### src/include/pwmf_pkg.sv
// Shared constants and carrier types of the six channel PWM fault block
package pwmf_pkg;
    // Channel count and shared counter width
    localparam int NUM_CH = 6;
    localparam int CNT_W = 15;
    localparam int DIV_DEFAULT = 1;

    // Special function register addresses
    localparam logic [7:0] ADDR_PSW2 = 8'hBA;
    localparam logic [7:0] ADDR_CFG = 8'hF1;
    localparam logic [7:0] ADDR_CTRL = 8'hF5;
    localparam logic [7:0] ADDR_IFLAG = 8'hF6;
    localparam logic [7:0] ADDR_FDCR = 8'hF7;

    // Extended register space addresses
    localparam logic [15:0] XADDR_CH2 = 16'hFF04;
    localparam logic [15:0] XADDR_CH3 = 16'hFF14;

    // Reset values
    localparam logic [7:0] RST_REG = 8'h00;
    localparam logic [3:0] RST_CCR = 4'h0;

    // Implemented bit masks, reserved bits read zero
    localparam logic [7:0] MASK_CFG = 8'h7F;
    localparam logic [7:0] MASK_IFLAG = 8'h7F;
    localparam logic [7:0] MASK_FDCR = 8'h3F;
    localparam logic [7:0] MASK_CCR = 8'h0F;

    // Field positions
    localparam int PSW2_EXT = 7;
    localparam int CFG_ADC = 6;
    localparam int CTRL_GEN = 7;
    localparam int CTRL_ZIE = 6;
    localparam int IF_ZERO = 6;
    localparam int FD_EN = 5;
    localparam int FD_FLOAT = 4;
    localparam int FD_IE = 3;
    localparam int FD_CMP = 2;
    localparam int FD_PIN = 1;
    localparam int FD_FLAG = 0;
    localparam int CCR_PS = 3;
    localparam int CCR_IE = 2;
    localparam int CCR_SELB = 1;
    localparam int CCR_SELA = 0;

    // Core access request
    typedef struct packed {
        logic sfr_wr;
        logic sfr_rd;
        logic [7:0] sfr_addr;
        logic movx_wr;
        logic movx_rd;
        logic [15:0] movx_addr;
        logic [7:0] wdata;
    } pwmf_bus_t;

    // Move forwarded to auxiliary RAM
    typedef struct packed {
        logic wr;
        logic rd;
        logic [15:0] addr;
        logic [7:0] wdata;
    } pwmf_auxiliary_ram_t;

    // Pin drive of the six channels, index 0 is channel 2
    typedef struct packed {
        logic [NUM_CH-1:0] level;
        logic [NUM_CH-1:0] own_a;
        logic [NUM_CH-1:0] own_b;
        logic [NUM_CH-1:0] hiz;
    } pwmf_pins_t;
endpackage

### src/design/pwmf_top.sv
// Register file, flags, fault shutdown and pin steering of the PWM block
// Function
// - Move instructions: RAM if bit 0, registers if 1
// - Counter zero starts conversion when both enables set
// - Initial level bit sets idle output level
// - Generator runs only while global enable set
// - Output enable hands pins to PWM, else GPIO
// - Counter zero sets sticky flag, optional interrupt
// - Selected compare match sets sticky channel flag
// - Fault detection active only when enabled
// - Float bit puts enabled PWM pins high impedance while fault flag set
// - Fault interrupt only when its enable set
// - Comparator fault when comparator output high
// - Pin fault when fault pin high
// - Fault sets sticky flag, optional interrupt
// - Pin select chooses first or second pin group
// - Channel interrupt requested while flag and enable
// - Second match sets flag when selected
// - First match sets flag when selected
// - Unselected match raises no channel event
// - All channels share one 15-bit counter
// - Two compare values per channel toggle output
// - Fault forces emergency PWM shutdown
`timescale 1ns/1ps
module pwmf_top import pwmf_pkg::*; #(
    parameter int CW = CNT_W,
    parameter int DIV = DIV_DEFAULT
) (
    input wire logic clk_sys,
    input wire logic nrst,
    input wire pwmf_bus_t bus,
    input wire logic [CW-1:0] period,
    input wire logic [NUM_CH-1:0][CW-1:0] cmp_first,
    input wire logic [NUM_CH-1:0][CW-1:0] cmp_second,
    input wire logic [NUM_CH-3:0][3:0] upper_ch_ctl,
    input wire logic converter_enable,
    input wire logic cmp_fault_in,
    input wire logic fault_pin_in,
    output logic [7:0] rdata,
    output pwmf_auxiliary_ram_t auxiliary_ram,
    output pwmf_pins_t pins,
    output logic adc_start,
    output logic pwm_irq,
    output logic fault_irq
);
    typedef struct packed {
        logic [7:0] psw2;
        logic [7:0] cfg;
        logic [7:0] ctrl;
        logic [7:0] iflag;
        logic [7:0] fdcr;
        logic [3:0] ccr2;
        logic [3:0] ccr3;
        logic [7:0] rdata;
        pwmf_auxiliary_ram_t auxiliary_ram;
        pwmf_pins_t pins;
        logic adc_start;
        logic pwm_irq;
        logic fault_irq;
        logic cmp_meta;
        logic cmp_sync;
        logic pin_meta;
        logic pin_sync;
    } pwmf_top_st_t;

    pwmf_top_st_t s_q, s_d;
    logic [1:0] rst_sync_q;
    logic rst_n;
    logic [CW-1:0] cnt;
    logic step;
    logic zero_evt;
    logic fault_hit;
    logic ext_sel;
    logic [NUM_CH-1:0] ch_level;
    logic [NUM_CH-1:0] ch_evt;
    logic [NUM_CH-1:0][3:0] ch_ctl;
    logic [NUM_CH-1:0] ch_ie;

    if (NUM_CH != 6 || CW != 15) begin : g_bad_param
        $error("pwmf_top supports six channels on a 15-bit counter only");
    end

    // Reset release through two flip-flops
    always_ff @(posedge clk_sys or negedge nrst) begin
        if (!nrst) begin
            rst_sync_q <= 2'h0;
        end else begin
            rst_sync_q <= {rst_sync_q[0], 1'b1};
        end
    end
    assign rst_n = rst_sync_q[1];

    // Shared time base, stopped while generator is off
    pwmf_counter #(.CW(CW), .DIV(DIV)) u_counter (
        .clk_sys(clk_sys),
        .rst_n(rst_n),
        .en(s_q.ctrl[CTRL_GEN]),
        .period(period),
        .cnt(cnt),
        .step(step)
    );

    assign zero_evt = step && (cnt == '0);

    // Per channel control: two local registers, rest from outside
    always_comb begin
        ch_ctl = '0;
        ch_ctl[0] = s_q.ccr2;
        ch_ctl[1] = s_q.ccr3;
        for (int i = 2; i < NUM_CH; i++) begin
            ch_ctl[i] = upper_ch_ctl[i-2];
        end
    end

    // Six channels on the common counter
    for (genvar g = 0; g < NUM_CH; g++) begin : g_ch
        assign ch_ie[g] = ch_ctl[g][CCR_IE];
        pwmf_channel #(.CW(CW)) u_ch (
            .clk_sys(clk_sys),
            .rst_n(rst_n),
            .en(s_q.ctrl[CTRL_GEN]),
            .init(s_q.cfg[g]),
            .cnt(cnt),
            .step(step),
            .cmp_a(cmp_first[g]),
            .cmp_b(cmp_second[g]),
            .sel_a(ch_ctl[g][CCR_SELA]),
            .sel_b(ch_ctl[g][CCR_SELB]),
            .level(ch_level[g]),
            .evt(ch_evt[g])
        );
    end

    // Fault sources after synchronisers, gated by detect enable
    assign fault_hit = s_q.fdcr[FD_EN] &&
        ((s_q.fdcr[FD_CMP] && s_q.cmp_sync) ||
        (s_q.fdcr[FD_PIN] && s_q.pin_sync));

    // Extended space select for move instructions
    assign ext_sel = s_q.psw2[PSW2_EXT];

    // Next state: bus writes, hardware sets, reads and pin steering
    always_comb begin
        s_d = s_q;
        s_d.cmp_meta = cmp_fault_in;
        s_d.cmp_sync = s_q.cmp_meta;
        s_d.pin_meta = fault_pin_in;
        s_d.pin_sync = s_q.pin_meta;

        // Direct register writes
        if (bus.sfr_wr) begin
            case (bus.sfr_addr)
                ADDR_PSW2: s_d.psw2 = bus.wdata;
                ADDR_CFG: s_d.cfg = bus.wdata & MASK_CFG;
                ADDR_CTRL: s_d.ctrl = bus.wdata;
                ADDR_IFLAG: s_d.iflag = bus.wdata & MASK_IFLAG;
                ADDR_FDCR: s_d.fdcr = bus.wdata & MASK_FDCR;
                default: ;
            endcase
        end

        // Extended register writes only with access bit set
        if (bus.movx_wr && ext_sel) begin
            case (bus.movx_addr)
                XADDR_CH2: s_d.ccr2 = bus.wdata[3:0];
                XADDR_CH3: s_d.ccr3 = bus.wdata[3:0];
                default: ;
            endcase
        end

        // Hardware sets after software writes so sets win
        s_d.iflag[IF_ZERO] = s_d.iflag[IF_ZERO] | zero_evt;
        s_d.iflag[NUM_CH-1:0] = s_d.iflag[NUM_CH-1:0] | ch_evt;
        if (fault_hit) begin
            s_d.fdcr[FD_FLAG] = 1'b1;
            s_d.ctrl[CTRL_GEN] = 1'b0;
        end

        // Read data, reserved bits zero
        s_d.rdata = 8'h00;
        if (bus.sfr_rd) begin
            case (bus.sfr_addr)
                ADDR_PSW2: s_d.rdata = s_q.psw2;
                ADDR_CFG: s_d.rdata = s_q.cfg;
                ADDR_CTRL: s_d.rdata = s_q.ctrl;
                ADDR_IFLAG: s_d.rdata = s_q.iflag;
                ADDR_FDCR: s_d.rdata = s_q.fdcr;
                default: s_d.rdata = 8'h00;
            endcase
        end else if (bus.movx_rd && ext_sel) begin
            case (bus.movx_addr)
                XADDR_CH2: s_d.rdata = {4'h0, s_q.ccr2};
                XADDR_CH3: s_d.rdata = {4'h0, s_q.ccr3};
                default: s_d.rdata = 8'h00;
            endcase
        end

        // Moves with access bit clear go to auxiliary RAM
        s_d.auxiliary_ram.wr = bus.movx_wr && !ext_sel;
        s_d.auxiliary_ram.rd = bus.movx_rd && !ext_sel;
        s_d.auxiliary_ram.addr = bus.movx_addr;
        s_d.auxiliary_ram.wdata = bus.wdata;

        // Pin ownership, group select and fault float
        for (int i = 0; i < NUM_CH; i++) begin
            s_d.pins.own_a[i] = s_q.ctrl[i] && !ch_ctl[i][CCR_PS];
            s_d.pins.own_b[i] = s_q.ctrl[i] && ch_ctl[i][CCR_PS];
        end
        s_d.pins.level = ch_level;
        s_d.pins.hiz = {NUM_CH{s_q.fdcr[FD_FLOAT] && s_q.fdcr[FD_FLAG]}} &
            s_q.ctrl[NUM_CH-1:0];

        // Conversion start on counter zero
        s_d.adc_start = zero_evt && s_q.cfg[CFG_ADC] && s_q.ctrl[CTRL_GEN] &&
            converter_enable;

        // Interrupt requests from the updated flags
        s_d.pwm_irq = (s_d.iflag[IF_ZERO] && s_d.ctrl[CTRL_ZIE]) ||
            |(s_d.iflag[NUM_CH-1:0] & ch_ie);
        s_d.fault_irq = s_d.fdcr[FD_FLAG] && s_d.fdcr[FD_IE];
    end

    always_ff @(posedge clk_sys or negedge rst_n) begin
        if (!rst_n) begin
            s_q <= '0;
        end else begin
            s_q <= s_d;
        end
    end

    // Outputs straight from the state register
    assign rdata = s_q.rdata;
    assign auxiliary_ram = s_q.auxiliary_ram;
    assign pins = s_q.pins;
    assign adc_start = s_q.adc_start;
    assign pwm_irq = s_q.pwm_irq;
    assign fault_irq = s_q.fault_irq;
endmodule // pwmf_top

### src/design/pwmf_counter.sv
// Shared time base: prescale divider and counter with wrap at period
`timescale 1ns/1ps
module pwmf_counter import pwmf_pkg::*; #(
    parameter int CW = CNT_W,
    parameter int DIV = DIV_DEFAULT
) (
    input wire logic clk_sys,
    input wire logic rst_n,
    input wire logic en,
    input wire logic [CW-1:0] period,
    output logic [CW-1:0] cnt,
    output logic step
);
    typedef struct packed {
        logic [15:0] div;
        logic [CW-1:0] cnt;
        logic step;
    } pwmf_cnt_st_t;

    pwmf_cnt_st_t s_q, s_d;

    if (DIV < 1 || DIV > 65536 || CW < 2) begin : g_bad_param
        $error("pwmf_counter parameters out of range");
    end

    // Divider tick, then counter advance; held at zero while off
    always_comb begin
        s_d = s_q;
        s_d.step = 1'b0;
        if (!en) begin
            s_d.div = 16'h0000;
            s_d.cnt = '0;
        end else if (s_q.div == 16'(DIV - 1)) begin
            s_d.div = 16'h0000;
            s_d.step = 1'b1;
            s_d.cnt = (s_q.cnt == period) ? '0 : CW'(s_q.cnt + 1'b1);
        end else begin
            s_d.div = 16'(s_q.div + 1'b1);
        end
    end

    always_ff @(posedge clk_sys or negedge rst_n) begin
        if (!rst_n) begin
            s_q <= '0;
        end else begin
            s_q <= s_d;
        end
    end

    assign cnt = s_q.cnt;
    assign step = s_q.step;
endmodule // pwmf_counter

### src/design/pwmf_channel.sv
// One PWM channel: toggles on either compare match, reports flag events
`timescale 1ns/1ps
module pwmf_channel import pwmf_pkg::*; #(
    parameter int CW = CNT_W
) (
    input wire logic clk_sys,
    input wire logic rst_n,
    input wire logic en,
    input wire logic init,
    input wire logic [CW-1:0] cnt,
    input wire logic step,
    input wire logic [CW-1:0] cmp_a,
    input wire logic [CW-1:0] cmp_b,
    input wire logic sel_a,
    input wire logic sel_b,
    output logic level,
    output logic evt
);
    typedef struct packed {
        logic level;
    } pwmf_ch_st_t;

    pwmf_ch_st_t s_q, s_d;
    logic hit_a;
    logic hit_b;

    // Matches count only on a fresh counter value
    assign hit_a = step && (cnt == cmp_a);
    assign hit_b = step && (cnt == cmp_b);
    assign evt = (hit_a && sel_a) || (hit_b && sel_b);

    // Idle at initial level, toggle on any match
    always_comb begin
        s_d = s_q;
        if (!en) begin
            s_d.level = init;
        end else if (hit_a || hit_b) begin
            s_d.level = ~s_q.level;
        end
    end

    always_ff @(posedge clk_sys or negedge rst_n) begin
        if (!rst_n) begin
            s_q <= '0;
        end else begin
            s_q <= s_d;
        end
    end

    assign level = s_q.level;
endmodule // pwmf_channel

### config.mk
export PLATFORM = sky130hd
export DESIGN_NAME = pwmf_top
export DESIGN_NICKNAME = d
export VERILOG_FILES = /design/src/include/pwmf_pkg.sv /design/src/design/pwmf_top.sv /design/src/design/pwmf_counter.sv /design/src/design/pwmf_channel.sv
export SDC_FILE = /design/constraint.sdc
export NUM_CORES = 1
export LEC_CHECK = 0
export BUFFER_PORTS_ARGS = -buffer_cell sky130_fd_sc_hd__buf_2
export CORE_UTILIZATION = 50
export CTS_BUF_LIST = sky130_fd_sc_hd__clkbuf_4 sky130_fd_sc_hd__clkbuf_8 sky130_fd_sc_hd__clkbuf_16
export DETAILED_ROUTE_END_ITERATION = 6
export HOLD_SLACK_MARGIN = 0.06
export PLACE_DENSITY = 0.83
export SLEW_MARGIN = 40
export SYNTH_ARGS = -nofsm -noshare
export SYNTH_HDL_FRONTEND = slang
export SYNTH_SLANG_ARGS = --single-unit
### constraint.sdc
create_clock -name clk_sys -period 5.5 [get_ports clk_sys]
set_clock_uncertainty 0.15 [all_clocks]
set_input_delay 0.55 -clock clk_sys [delete_from_list [all_inputs] [get_ports clk_sys]]
set_output_delay 0.55 -clock clk_sys [all_outputs]
set_load 0.05 [all_outputs]
Word level (Yosys, flattened, before mapping)
Cells that the tools add are included.
{ "word_totals": {"regBits": 149, "in_bits": 252, "output_inout_bits": 61, "wordCells": 185} }
{ "classes": {"n_addsub": 2, "n_eq_ne": 27, "muxes": 27, "bitwise": 10, "reduce_logical": 83} }
{ "op_table": {"columns": ["op", "n"], "rows": [
  ["15-bit equality test", 13],
  ["1-bit logical AND", 50],
  ["8-bit equality test, second input constant", 5],
  ["8-bit one-hot mux with 5 select lines", 1],
  ["16-bit equality test, second input constant", 2],
  ["16-bit two-way mux", 2],
  ["31-bit two-way mux", 1],
  ["24-bit two-way mux", 1],
  ["16-bit by 1-bit adder with 16-bit output, second input constant", 1],
  ["16-bit zero test", 1],
  ["8-bit two-way mux", 2],
  ["15-bit by 1-bit adder with 15-bit output, second input constant", 1],
  ["15-bit zero test", 1],
  ["1-bit two-way mux", 15],
  ["15-bit two-way mux", 1],
  ["1-bit logical OR", 14],
  ["2-bit by 1-bit inequality test with 1-bit output, second input constant", 7],
  ["2-bit AND reduction", 7],
  ["6-bit bitwise AND", 2],
  ["4-bit one-hot mux with 2 select lines", 1],
  ["1-bit zero test", 7],
  ["7-bit two-way mux", 1],
  ["6-bit two-way mux", 1],
  ["1-bit inverter", 6],
  ["5 further kinds", 6]
]} }

Depth between registers and ports, before layout
{ "logic_depth": {"depth_word": 8, "depth_mapped": 10, "mapped_depth_nobuf": 9} }

Cells and area by module
Synthesis repeated with hierarchy kept, for this count alone.
{ "hier_totals": {"cells_unflattened": 838, "hier_area_um2": 9078.7} }
{ "by_module_without_submodules": {"columns": ["mod", "n_inst", "cells_each", "area_each_um2", "seq_area_each_um2"], "rows": [
  ["pwmf_top", 1, 344, 4601.9, 2777.7],
  ["pwmf_channel", 6, 46, 399.1, 25.0],
  ["pwmf_counter", 1, 218, 2082.0, 800.8]
]} }

Least setup slack after synthesis
OpenSTA, ideal clock, no wires.
{ "synth_path": {"path_kind": "in2reg", "start": "in bus[29] (netlist bit)", "end": "reg s_q, in the netlist pwm_irq", "setup_time_ns": 0.138, "t_arrival_ns": 2.241, "required_time_ns": 5.212, "setup_slack_ns": 2.971, "path_stages": 7, "n_path_buf": 0, "path_cell_list": "inv_1 nand3_2 nor4_4 mux2_4 a221o_4 a22oi_2 nand3_2"} }
{ "synth_rtl": {"columns": ["element", "line_no", "rtl"], "rows": [
  ["from (decl)", "pwmf_top.sv:31", "input wire pwmf_bus_t bus,"],
  ["to (signal assigned)", "pwmf_top.sv:225", "s_q <= '0;"],
  ["to (signal assigned)", "pwmf_top.sv:227", "s_q <= s_d;"],
  ["to (decl)", "pwmf_top.sv:66", "pwmf_top_st_t s_q, s_d;"]
]} }

Worst setup path in the final report
{ "layout_path": {"start": "reg u_counter.s_q, in the netlist u_counter.cnt[3]", "end": "reg g_ch[3].u_ch.s_q"} }
{ "layout_between": {"elab_chain_len": 4, "elab_cells_between_ends": 6, "classes_between": "3 x eq/ne; 3 x reduce/logical"} }
{ "layout_rtl": {"columns": ["element", "line_no", "rtl"], "rows": [
  ["from (decl)", "pwmf_counter.sv:20", "pwmf_cnt_st_t s_q, s_d;"],
  ["from (signal assigned)", "pwmf_counter.sv:44", "s_q <= '0;"],
  ["from (signal assigned)", "pwmf_counter.sv:46", "s_q <= s_d;"],
  ["15-bit equality test, on equally long branches", "pwmf_channel.sv:28, pwmf_channel.sv:29", null],
  ["1-bit logical AND, on equally long branches", "pwmf_channel.sv:28, pwmf_channel.sv:29", null],
  ["1-bit logical OR (*)", "pwmf_channel.sv:37", "end else if (hit_a || hit_b) begin"],
  ["2-bit by 1-bit inequality test with 1-bit output (no source line) (*)", null, null],
  ["to (signal assigned)", "pwmf_channel.sv:44", "s_q <= '0;"],
  ["to (signal assigned)", "pwmf_channel.sv:46", "s_q <= s_d;"],
  ["to (decl)", "pwmf_channel.sv:23", "pwmf_ch_st_t s_q, s_d;"]
]} }
Every way passes the cells marked *; elsewhere a longest branch is shown, timed or not.
A chain may end at the register's enable or synchronous reset.

==> impl_metrics.json <==
{
  "synthCells": 824,
  "cts_root_buf": "clkbuf_16",
  "finalSetupTns_ns": 0,
  "reg2reg_slack_ns": 2.74,
  "min_period_over_period": 0.501,
  "finalNetCount": 1319,
  "fillCellCount": 1417,
  "io_buffers": 312,
  "dp_cells": 1267,
  "yosys_warnings": 0,
  "cts-htree-levels": 4,
  "overflow": 0,
  "drive_gt1_frac": 0.402,
  "cts_tree": "done",
  "worstMarginPinSlew_ns": 0.819,
  "cts_buffers": 17,
  "max_slew_margin": 0.449,
  "cp_max_fo": 19,
  "setup.worst_path.class": "reg -> reg",
  "seq_area_frac_synth": 0.420,
  "startpoint": "u_counter.cnt[3]",
  "post_drt_wl_per_cell_um": 20.0,
  "final_common_cell": "buf_2",
  "die_h_um": 135,
  "rows": 48,
  "fin_area_sq_um": 10700,
  "ys_seq_elements": 149,
  "finalMaxSlewViolations": 0,
  "grtUsageTotal": 0.291,
  "multi_input_area_sq_um": 4410,
  "synth_cell_types": 58,
  "start_kind": "flop",
  "fin_hold_ws_ns": 0.0806,
  "synth_area_per_cell_sq_um": 10.8,
  "p_sw_frac": 0.253,
  "timing.fmax_mhz": 363,
  "dp_hpwl_um": 19800,
  "cts.sinks": 149,
  "leakage_nw": 4.88,
  "synthFlopType": "dfrtp_1",
  "postCtsSetupBuffers": 0,
  "firstDrtPassIters": 5,
  "wirelength_um": 26000,
  "arrival_ns": 2.91,
  "switchingPower_w": 0.000671,
  "crit_required_ns": 5.66,
  "area_growth_pct": 20.3,
  "drc_errors": 0,
  "drt_iter0_drc": 521,
  "ios": 313,
  "via_count": 7198,
  "pwr-share-clk": 0.431,
  "finalHoldViolations": 0,
  "post_cts_resized": 0,
  "crit_end": "g_ch[3].u_ch.level",
  "first_global_vias": 7396,
  "fp.dieW_um": 135,
  "final_cell_mix": "312 x buf_2, 191 x xnor2_1, 135 x dfrtp_1",
  "n_antenna_cell": 0,
  "place_area_sq_um": 10100,
  "clk_latency_ns": 0.42,
  "antenna_found_initial": 1,
  "core_area_sq_um": 17300,
  "stdcell_count": 1300,
  "async_flop_share": 1.00,
  "register_area_sq_um": 3750,
  "synth_fp_nets": 1080,
  "p_seq_frac": 0.439,
  "fp.dieArea_sq_um": 18300,
  "p_per_area_nw_per_um2": 248,
  "setup_viol": 0,
  "crit_path_end_kind": "flop",
  "grt_first_pass_wirelength_um": 39800,
  "rr_endpoint": "g_ch[3].u_ch.level",
  "postCtsHoldBufs": 1,
  "intPower_w": 0.00198,
  "cts_buffer_depth": 2,
  "syn_area_sq_um": 8880,
  "rr_startpoint": "u_counter.cnt[3]",
  "grt_start_max_net_pins": 63,
  "place_congestion": 0.957,
  "final_antenna_net_count": 0,
  "ir_worst_vdd_v": 0.000201,
  "comb_power_share": 0.130,
  "rsz0062_at_grt": "no",
  "path_clk_slew_ns": 0.06,
  "worstRegToRegCells": 7,
  "period_minus_slack_ns": 2.76,
  "viasPerCell": 5.54,
  "cap_violations": 0,
  "hold_path_class": "in -> reg",
  "initial_core_util": 0.513,
  "status": "finished, final reports clean",
  "post-route-util": 0.618,
  "synth_edf_count": 0
}
==> Yosys cell counts (5+ instances only) <==
library cell | count | share of area
o21ai_0 | 20 | 0.011
nor4_1 | 18 | 0.013
o22ai_1 | 6 | 0.0042
nand3_1 | 17 | 0.0096
nand2_1 | 39 | 0.016
and3_1 | 17 | 0.012
inv_1 | 10 | 0.0042
buf_2 | 10 | 0.0056
nor2_1 | 24 | 0.010
nor2b_1 | 10 | 0.0070
xor2_1 | 23 | 0.023
mux2i_1 | 15 | 0.017
and2_1 | 9 | 0.0063
xnor2_1 | 191 | 0.19
a21oi_1 | 6 | 0.0034
nand4_1 | 51 | 0.036
mux2_4 | 11 | 0.019
a22oi_1 | 6 | 0.0051
dfrtp_1 | 149 | 0.42
mux2_2 | 34 | 0.043
nor3_1 | 5 | 0.0028
clkbuf_1 | 5 | 0.0021
buf_4 | 80 | 0.068
==> critical path, stage by stage, from the launching register on <==
cell,delay (ns)
dfrtp_2,0.75
xor2_1,0.14
nor4_1,0.38
nand3_1,0.14
nor4_1,0.54
nor2_1,0.13
xnor2_1,0.16
mux2_2,0.25
==> metal layers <==
metal | global-route usage | vias up | share of wire
li1 | - | 3259 | -
met3 | 0.0546 | 66 | 0.070
met5 | 0 | - | 0.00038
met2 | 0.485 | 357 | 0.49
met4 | 0.132 | 2 | 0.036
met1 | 0.367 | 3514 | 0.41
==> worst min path at each step <==
stage / from / endpoint / slack [ns] / cells after the start
floorplan: nrst / rst_sync_q[0] / 0.10 / 0
global placement: rst_sync_q[1] / auxiliary_ram[5] / 0.17 / 0
detailed placement: rst_sync_q[1] / auxiliary_ram[5] / 0.17 / 0
CTS: cmp_fault_in / s_d[2] / 0.07 / 1
global route: fault_pin_in / s_d[0] / 0.07 / 1
finish: cmp_fault_in / s_d[2] / 0.08 / 1
==> flip-flops by register name (all words and copies together), names as in the netlist <==
| register | cells |
|---|---|
| s_d | 2 |
| u_counter.step | 1 |
| rdata | 8 |
| g_ch.u_ch.level | 6 |
| rst_sync_q | 2 |
| u_counter.cnt | 15 |
| ch_ctl | 8 |
| pins | 24 |
| auxiliary_ram | 26 |
| fault_irq | 1 |
| s_q | 37 |
| adc_start | 1 |
| ext_sel | 1 |
| pwm_irq | 1 |
| u_counter.s_q | 16 |
==> power by group through the flow <==
stage               clock (W)  sequential [W]  combinational [W]
floorplan                   0         0.00118           0.000197
global placement            0         0.00118           0.000342
detailed placement          0         0.00118           0.000344
CTS                   0.00116         0.00116           0.000346
global route          0.00120         0.00117           0.000371
finish                0.00114         0.00116           0.000346
==> cells by family (layout without fill, tap and decap cells) <==
group	count (synthesis)	after routing	share of synthesized area
muxes	60	60	0.0786
other	1	1	0.000422
adders and majority gates	4	4	0.00564
buffers and inverters	109	360	0.0838
and+or+nand+nor	223	223	0.149
AOI/OAI and AO/OA	64	64	0.0517
xor gates and xnor gates	214	214	0.211
DFF	149	149	0.420
==> metrics by stage <==
stage / setup slack, ns / power, W
3_5_place_dp: 2.50 / 0.00153
2_1_floorplan: 0.891 / 0.00138
3_3_place_gp: 2.38 / 0.00152
4_1_cts: 2.45 / 0.00267
6_report: 2.74 / 0.00265
5_1_grt: 2.58 / 0.00274
==> cell type report <==
cell class,count,share of cell area
repair buffers,318,0.151
clock buffers,20,0.0431
flip-flops and latches,149,0.351
well taps,225,0.0263
multi-input cells,566,0.413
inverters,11,0.00386
clock inverters,11,0.0119
Note: power is estimated with default switching activity, not from simulation.
